===== config.mk =====
export PLATFORM = sky130hd
export DESIGN_NAME = smo_regs
export DESIGN_NICKNAME = d
export VERILOG_FILES = /design/src/verilog/smo_pkg.sv /design/src/verilog/smo_regs.sv
export VERILOG_INCLUDE_DIRS = /design/src /design/src/verilog
export SDC_FILE = /design/constraint.sdc
export NUM_CORES = 1
export LEC_CHECK = 0
export BUFFER_PORTS_ARGS = -buffer_cell sky130_fd_sc_hd__buf_4
export CORE_MARGIN = 3
export CORE_UTILIZATION = 37
export CTS_CLUSTER_DIAMETER = 100
export DETAILED_ROUTE_END_ITERATION = 10
export PLACE_DENSITY = 0.86
export SYNTH_ARGS = -nofsm -noshare
export SYNTH_HDL_FRONTEND = slang
export SYNTH_SLANG_ARGS = --single-unit

===== constraint.sdc =====
create_clock -name clock_in -period 1.9 [get_ports clock_in]
set_input_delay 0.38 -clock clock_in [delete_from_list [all_inputs] [get_ports clock_in]]
set_output_delay 0.38 -clock clock_in [all_outputs]
set_load 0.01 [all_outputs]

===== src/verilog/smo_defs.svh =====
/*
  smo_defs.svh: offsets, field positions, reset values and analog
  code scales for the supply monitor and crystal oscillator registers.
  Assumes inclusion by bare name from the verilog/ folder.
*/
`ifndef SMO_DEFS_SVH
`define SMO_DEFS_SVH

// ****************************************************************
// register indices and byte addresses
// ****************************************************************
`define SMO_IDX_SUPPLY      12'h151
`define SMO_IDX_OSC         12'h152
`define SMO_ADDR_SUPPLY     12'h544
`define SMO_ADDR_OSC        12'h548

// ****************************************************************
// field positions
// ****************************************************************
`define SMO_BIT_PENDING     7
`define SMO_BIT_IRQ_EN      6
`define SMO_BIT_ABOVE       5
`define SMO_BIT_RANGE       4
`define SMO_MODE_MSB        7
`define SMO_MODE_LSB        4
`define SMO_CODE_MSB        3
`define SMO_CODE_LSB        0

// ****************************************************************
// reset values and special codes
// ****************************************************************
`define SMO_RST_MODE        4'hF
`define SMO_MODE_EXT_REF    4'h4
`define SMO_RST_CODE        4'h0

// ****************************************************************
// analog scales, millivolts and tenths of a picofarad
// ****************************************************************
`define SMO_HI_BASE_MV      2550
`define SMO_HI_STEP_MV      75
`define SMO_HI_TOP_MV       3675
`define SMO_LO_BASE_MV      1700
`define SMO_LO_STEP_MV      50
`define SMO_LO_TOP_MV       2450
`define SMO_TRIM_STEP_DPF   3
`define SMO_TRIM_TOP_DPF    45

`endif


===== src/verilog/smo_pkg.sv =====
/*
  smo_pkg: types shared by the supply monitor and oscillator registers.
  Assumes smo_defs.svh for the numeric constants.
*/
package smo_pkg;

  typedef logic [3:0]  smo_code_t;
  typedef logic [11:0] smo_addr_t;
  typedef logic [31:0] smo_word_t;

  // complete state of the register block
  typedef struct packed {
    logic      pending;
    logic      irq_en;
    logic      above;
    logic      range;
    smo_code_t thresh;
    smo_code_t mode;
    smo_code_t trim;
    logic      ext_ref;
    logic      irq;
    logic      pready;
    logic      pslverr;
    smo_word_t prdata;
  } smo_state_t;

endpackage : smo_pkg


===== src/verilog/smo_regs.sv =====
/*
  smo_regs: APB slave holding the supply monitor control/status
  register and the crystal oscillator control register, driving the
  codes to the comparator and oscillator and raising one interrupt.
  Assumes all inputs synchronous to clock_in and an APB master that
  holds its request until pready is seen high.
*/
// Function
// - pending flag bit 7, cleared by writing one
// - enable bit 6 gates the interrupt request
// - read-only status bit 5: supply above threshold
// - status follows current threshold and range
// - bit 4 picks low or high range
// - 4-bit linear threshold code in bits 3:0
// - oscillator mode bits 7:4, reset 0xF
// - mode 0x4 selects external reference
// - trim code bits 3:0 to load arrays
`timescale 1ns/1ps
`include "smo_defs.svh"

module smo_regs (
  input  wire logic               clock_in,
  input  wire logic               rstn_in,
  input  wire logic               psel_in,
  input  wire logic               penable_in,
  input  wire logic               pwrite_in,
  input  wire smo_pkg::smo_addr_t paddr_in,
  input  wire smo_pkg::smo_word_t pwdata_in,
  input  wire logic [3:0]         pstrb_in,
  input  wire logic               supply_above_in,
  output logic                    pready_out,
  output logic                    pslverr_out,
  output smo_pkg::smo_word_t      prdata_out,
  output smo_pkg::smo_code_t      threshold_code_out,
  output logic                    range_select_out,
  output smo_pkg::smo_code_t      osc_mode_out,
  output logic                    osc_ext_ref_out,
  output smo_pkg::smo_code_t      osc_load_trim_out,
  output logic                    irq_out
);
  import smo_pkg::*;

  // ****************************************************************
  // state
  // ****************************************************************
  smo_state_t q;
  smo_state_t d;

  logic access;
  logic hit_supply;
  logic hit_osc;
  logic wr_supply;
  logic wr_osc;
  logic supply_fell;

  // ****************************************************************
  // next state
  // ****************************************************************
  always_comb begin
    d           = q;
    access      = psel_in & penable_in;
    hit_supply  = (paddr_in == `SMO_ADDR_SUPPLY);
    hit_osc     = (paddr_in == `SMO_ADDR_OSC);
    // writes land at the edge where pready is sampled high
    wr_supply   = access & q.pready & pwrite_in & hit_supply & pstrb_in[0];
    wr_osc      = access & q.pready & pwrite_in & hit_osc & pstrb_in[0];
    supply_fell = q.above & ~supply_above_in;

    // one wait state: pready rises on the second access cycle
    d.pready  = access & ~q.pready;
    d.pslverr = access & ~q.pready & ~(hit_supply | hit_osc);

    if (access && !q.pready) begin
      d.prdata = '0;
      if (hit_supply) begin
        d.prdata[`SMO_BIT_PENDING] = q.pending;
        d.prdata[`SMO_BIT_IRQ_EN]  = q.irq_en;
        d.prdata[`SMO_BIT_ABOVE]   = q.above;
        d.prdata[`SMO_BIT_RANGE]   = q.range;
        d.prdata[`SMO_CODE_MSB:`SMO_CODE_LSB] = q.thresh;
      end else if (hit_osc) begin
        d.prdata[`SMO_MODE_MSB:`SMO_MODE_LSB] = q.mode;
        d.prdata[`SMO_CODE_MSB:`SMO_CODE_LSB] = q.trim;
      end
    end

    // status bit comes only from the comparator
    d.above = supply_above_in;

    if (wr_supply) begin
      d.irq_en = pwdata_in[`SMO_BIT_IRQ_EN];
      d.range  = pwdata_in[`SMO_BIT_RANGE];
      d.thresh = pwdata_in[`SMO_CODE_MSB:`SMO_CODE_LSB];
    end
    if (wr_osc) begin
      d.mode = pwdata_in[`SMO_MODE_MSB:`SMO_MODE_LSB];
      d.trim = pwdata_in[`SMO_CODE_MSB:`SMO_CODE_LSB];
    end

    // a fall in the clearing cycle keeps the flag set
    if (supply_fell) begin
      d.pending = 1'b1;
    end else if (wr_supply && pwdata_in[`SMO_BIT_PENDING]) begin
      d.pending = 1'b0;
    end

    d.ext_ref = (d.mode == `SMO_MODE_EXT_REF);
    d.irq     = d.pending & d.irq_en;
  end

  // ****************************************************************
  // registers
  // ****************************************************************
  always_ff @(posedge clock_in) begin
    if (!rstn_in) begin
      q         <= '0;
      q.mode    <= `SMO_RST_MODE;
      q.thresh  <= `SMO_RST_CODE;
      q.trim    <= `SMO_RST_CODE;
    end else begin
      q <= d;
    end
  end

  assign pready_out         = q.pready;
  assign pslverr_out        = q.pslverr;
  assign prdata_out         = q.prdata;
  assign threshold_code_out = q.thresh;
  assign range_select_out   = q.range;
  assign osc_mode_out       = q.mode;
  assign osc_ext_ref_out    = q.ext_ref;
  assign osc_load_trim_out  = q.trim;
  assign irq_out            = q.irq;

  // ****************************************************************
  // checks
  // ****************************************************************
  // the analog side sees these figures for the driven codes
  int unsigned thr_mv;
  int unsigned trim_dpf;
  always_comb begin
    thr_mv   = q.range ? (`SMO_HI_BASE_MV + `SMO_HI_STEP_MV * int'(q.thresh))
                       : (`SMO_LO_BASE_MV + `SMO_LO_STEP_MV * int'(q.thresh));
    trim_dpf = `SMO_TRIM_STEP_DPF * int'(q.trim);
  end

  // ****************************************************************
  // checker helpers
  // ****************************************************************
  // bus events decoded from the pins, so the checks do not lean on
  // the decode that they are meant to judge
  logic bus_acc;
  logic sup_wr_seen;
  logic sup_clr_seen;
  logic osc_wr_seen;
  logic nostrb_wr_seen;
  logic unmapped_seen;

  assign bus_acc        = psel_in & penable_in;
  assign sup_wr_seen    = bus_acc & pready_out & pwrite_in & pstrb_in[0] & (paddr_in == `SMO_ADDR_SUPPLY);
  assign sup_clr_seen   = sup_wr_seen & pwdata_in[`SMO_BIT_PENDING];
  assign osc_wr_seen    = bus_acc & pready_out & pwrite_in & pstrb_in[0] & (paddr_in == `SMO_ADDR_OSC);
  assign nostrb_wr_seen = bus_acc & pready_out & pwrite_in & ~pstrb_in[0];
  assign unmapped_seen  = (paddr_in != `SMO_ADDR_SUPPLY) & (paddr_in != `SMO_ADDR_OSC);
endmodule : smo_regs


==> impl_metrics.csv <==
group,metric,value,unit
timing,slew_violations,0,
run_status,status,"finished clean",
die,core-area,0.003826,mm^2
die,ios,103,
critical_path,path_delay_family,"simple AND/OR/NAND/NOR gates",
routing,routed_wl,3154,um
final_layout,nets,275,
yosys,yosysUniqueCellTypes,30,
pwr,p_per_area,592.3,mW/mm^2
yosys,syn-cell-area,0.001536,mm^2
clock_network,cts-root-buf,"clkbuf_8",
critical_path,arrival,1950,ps
yosys,syn_avg_cell_area,8.216,um^2
global_routing,grt_pass1_wl,4843,um
critical_path,setup.worst_path.start,"paddr_in[11]",
critical_path,reg2reg_from,"pready_out$_SDFF_PN0_",
timing,period_needed,1815,ps
critical_path,end_kind,"register",
critical_path,critPathKind,"in2reg",
critical_path,cp_slowest_cell,"or4_1",
min_path,min_from,"supply_above_in",
clock_network,clockBufferDepth,2,
yosys,ys.warnings.count,0,
final_layout,fillers,391,
timing,finalHoldViolCount,0,
timing,fmax,551.1,MHz
routing,detail_route.first_pass.iterations,4,
final_layout,antennaDiodeCount,0,
clock_network,numCtsBuffers,3,
place,place_congestion,0.7914,
die,initial_core_util,40.16,%
timing,min_period_over_period,95.50,%
final_layout,syn_to_final_growth,16.94,%
critical_path,rr_endpoint,"threshold_code_out[1]$_SDFFE_PN0N_",
final_layout,final_common_cell,"buf_4",
clock_network,worstSkewPairLatency,270,ps
min_path,hold_path_depth,2,
pwr,ir_worst_vdd,0.2819,mV
clock_network,clock-sinks,28,
routing,drc_errors,0,
final_layout,final_area,0.001797,mm^2
min_path,hold_class,"in2reg",
global_routing,antenna_found_initial,0,
timing,hold_slack,320.9,ps
clock_network,clk_pin_slew_worst_paths,90,ps
timing,finalSetupViolCount,0,
critical_path,reg2reg_setup_slack,370,ps
die,row_count,22,
global_routing,grt-ovfl-total,0,
place,place_inst,264,
routing,vias,1243,
pwr,p_leak,0.7699,nW
critical_path,crit_buf_inv,1,
routing,drt_iter0_markers,33,
place,io_buffers,51,
timing,finClkSkew,1.507,ps
critical_path,required,2040,ps
place,pre_cts_ws,-188.5,ps
routing,routedWlPerCell,11.81,um
yosys,synth_cells,187,
yosys,synth.yosys.seq_area_share,36.48,%
critical_path,r2r_cells,5,
critical_path,critPathMaxStageDelay,560,ps
min_path,whs_endpoint,"q[49]$_SDFF_PN0_",
timing,finalWorstSetupSlack,85.42,ps
die,dieArea,0.004962,mm^2
clock_network,cts_resized,0,
job,max_cap_viol_count,0,
place,place_hpwl,2439,um
die,die_x,70.44,um
place,place_area,0.001755,mm^2
pwr,power,1.064,mW
routing,routed_via_density,4.655,
global_routing,grt_pass1_vias,1134,
final_layout,final_cell_mix,"buf_4 (58), nand2_1 (31), dfxtp_1 (28), conb_1 (24), o21ai_0 (15)",
global_routing,grt_max_degree,28,
clock_network,ctsHoldBuffers,0,
global_routing,grt_use_total,12.06,%
final_layout,final_layout_size_suffix_gt1_share,29.22,%
yosys,synth_seq_cells,28,
final_layout,fin_cells,267,
clock_network,cts_setup_buffers,0,
critical_path,critPathLaunchType,"primary input",
critical_path,crit_chain,"buf_4, or4b_4, or4_1, o21ai_0, o311ai_1",
critical_path,path_max_fanout,9,
clock_network,cts_htree_levels,1,
die,die_h,70.44,um
routing,antenna_left,0,
clock_network,tritoncts,"yes",
timing,rsz0062_at_grt,"no",
-- synthesized netlist by cell type, drive strengths merged --
library cell  count  area, um^2
a21oi             4       20.02
a31oi             9       56.30
and2              2       12.51
and3              2       12.51
buf              45       335.3
clkbuf            7       27.52
conb              1       3.750
dfxtp            28       560.5
inv               5       18.77
mux2i             8       80.08
nand2            31       116.4
nand2b            4       25.02
nand3             5       25.02
nand4             1       6.260
nand4bb           1       11.26
nor2              2       7.510
nor2b             1       6.260
nor3              1       5.000
nor3b             1       7.510
nor4              3       25.02
nor4b             3       26.28
nor4bb            1       10.01
o21ai            15       75.07
o311ai            4       35.03
or2               1       6.260
or4               1       7.510
or4b              1       13.76
-- layer usage --
layer | wire length (um) | GRT usage, % | vias to the layer above | part of all wire, %
li1 | - | - | 635 | -
met1 | 1318 | 14.80 | 548 | 42
met2 | 1560 | 20.79 | 56 | 49
met3 | 236 | 1.727 | 4 | 7.5
met4 | 39 | 5.106 | 0 | 1.2
met5 | 0 | 0 | - | 0
-- flip-flops by register name, indices dropped and copies added, names as in the netlist --
| register | cells |
|---|---|
| osc_load_trim_out | 4 |
| threshold_code_out | 4 |
| pready_out | 1 |
| pslverr_out | 1 |
| q | 3 |
| osc_ext_ref_out | 1 |
| prdata_out | 8 |
| range_select_out | 1 |
| irq_out | 1 |
| osc_mode_out | 4 |
-- cell type report --
type,count,area (um^2),share of cell area (%)
clock buffer,3,41.29,2.298
inverter,5,18.77,1.045
timing repair buffer,58,435.4,24.23
tap,48,60.06,3.343
sequential,28,560.5,31.20
multi-input combinational,125,680.7,37.88
-- power breakdown --
group | total (mW) | internal, mW | switching (mW) | leakage, nW
Sequential | 0.608 | 0.601 | 0.00703 | 0.228
Combinational | 0.143 | 0.0686 | 0.0748 | 0.521
Clock | 0.313 | 0.142 | 0.171 | 0.0216
-- worst max-delay path by stage --
stage                                 endpoint  slack (ps)  cells after the start
finish              osc_mode_out[3]$_SDFF_PN1_          90                      5
global route        osc_mode_out[0]$_SDFF_PN1_          50                      5
CTS                 osc_mode_out[3]$_SDFF_PN1_         100                      5
detailed placement  osc_mode_out[3]$_SDFF_PN1_        -190                      5
global placement    osc_mode_out[3]$_SDFF_PN1_        -160                      5
floorplan                   irq_out$_SDFF_PN0_          20                      4
-- logic make-up after synthesis --
kind of cell | after synthesis | synth area share (%)
AOI/OAI and AO/OA | 32 | 12.13
buffers and inverters | 57 | 24.84
DFF | 28 | 36.48
muxes | 8 | 5.212
other | 1 | 0.2441
and+or+nand+nor | 61 | 21.09
-- stage by stage --
stage / TNS (ps) / util (%)
2_1_floorplan: 0 / -
3_3_place_gp: -1462 / 45.88
5_1_grt: 0 / 46.96
6_report: 0 / 46.96
4_1_cts: 0 / 46.96
3_5_place_dp: -1774 / 45.88
-- worst reg2reg max path, cell delays in order, from the launching register on --
cell	delay, ps
dfxtp_1	400
and3_1	220
nand3_1	300
nor2_1	180
buf_4	180
mux2i_1	180
Power figures use the tool's default switching activity.
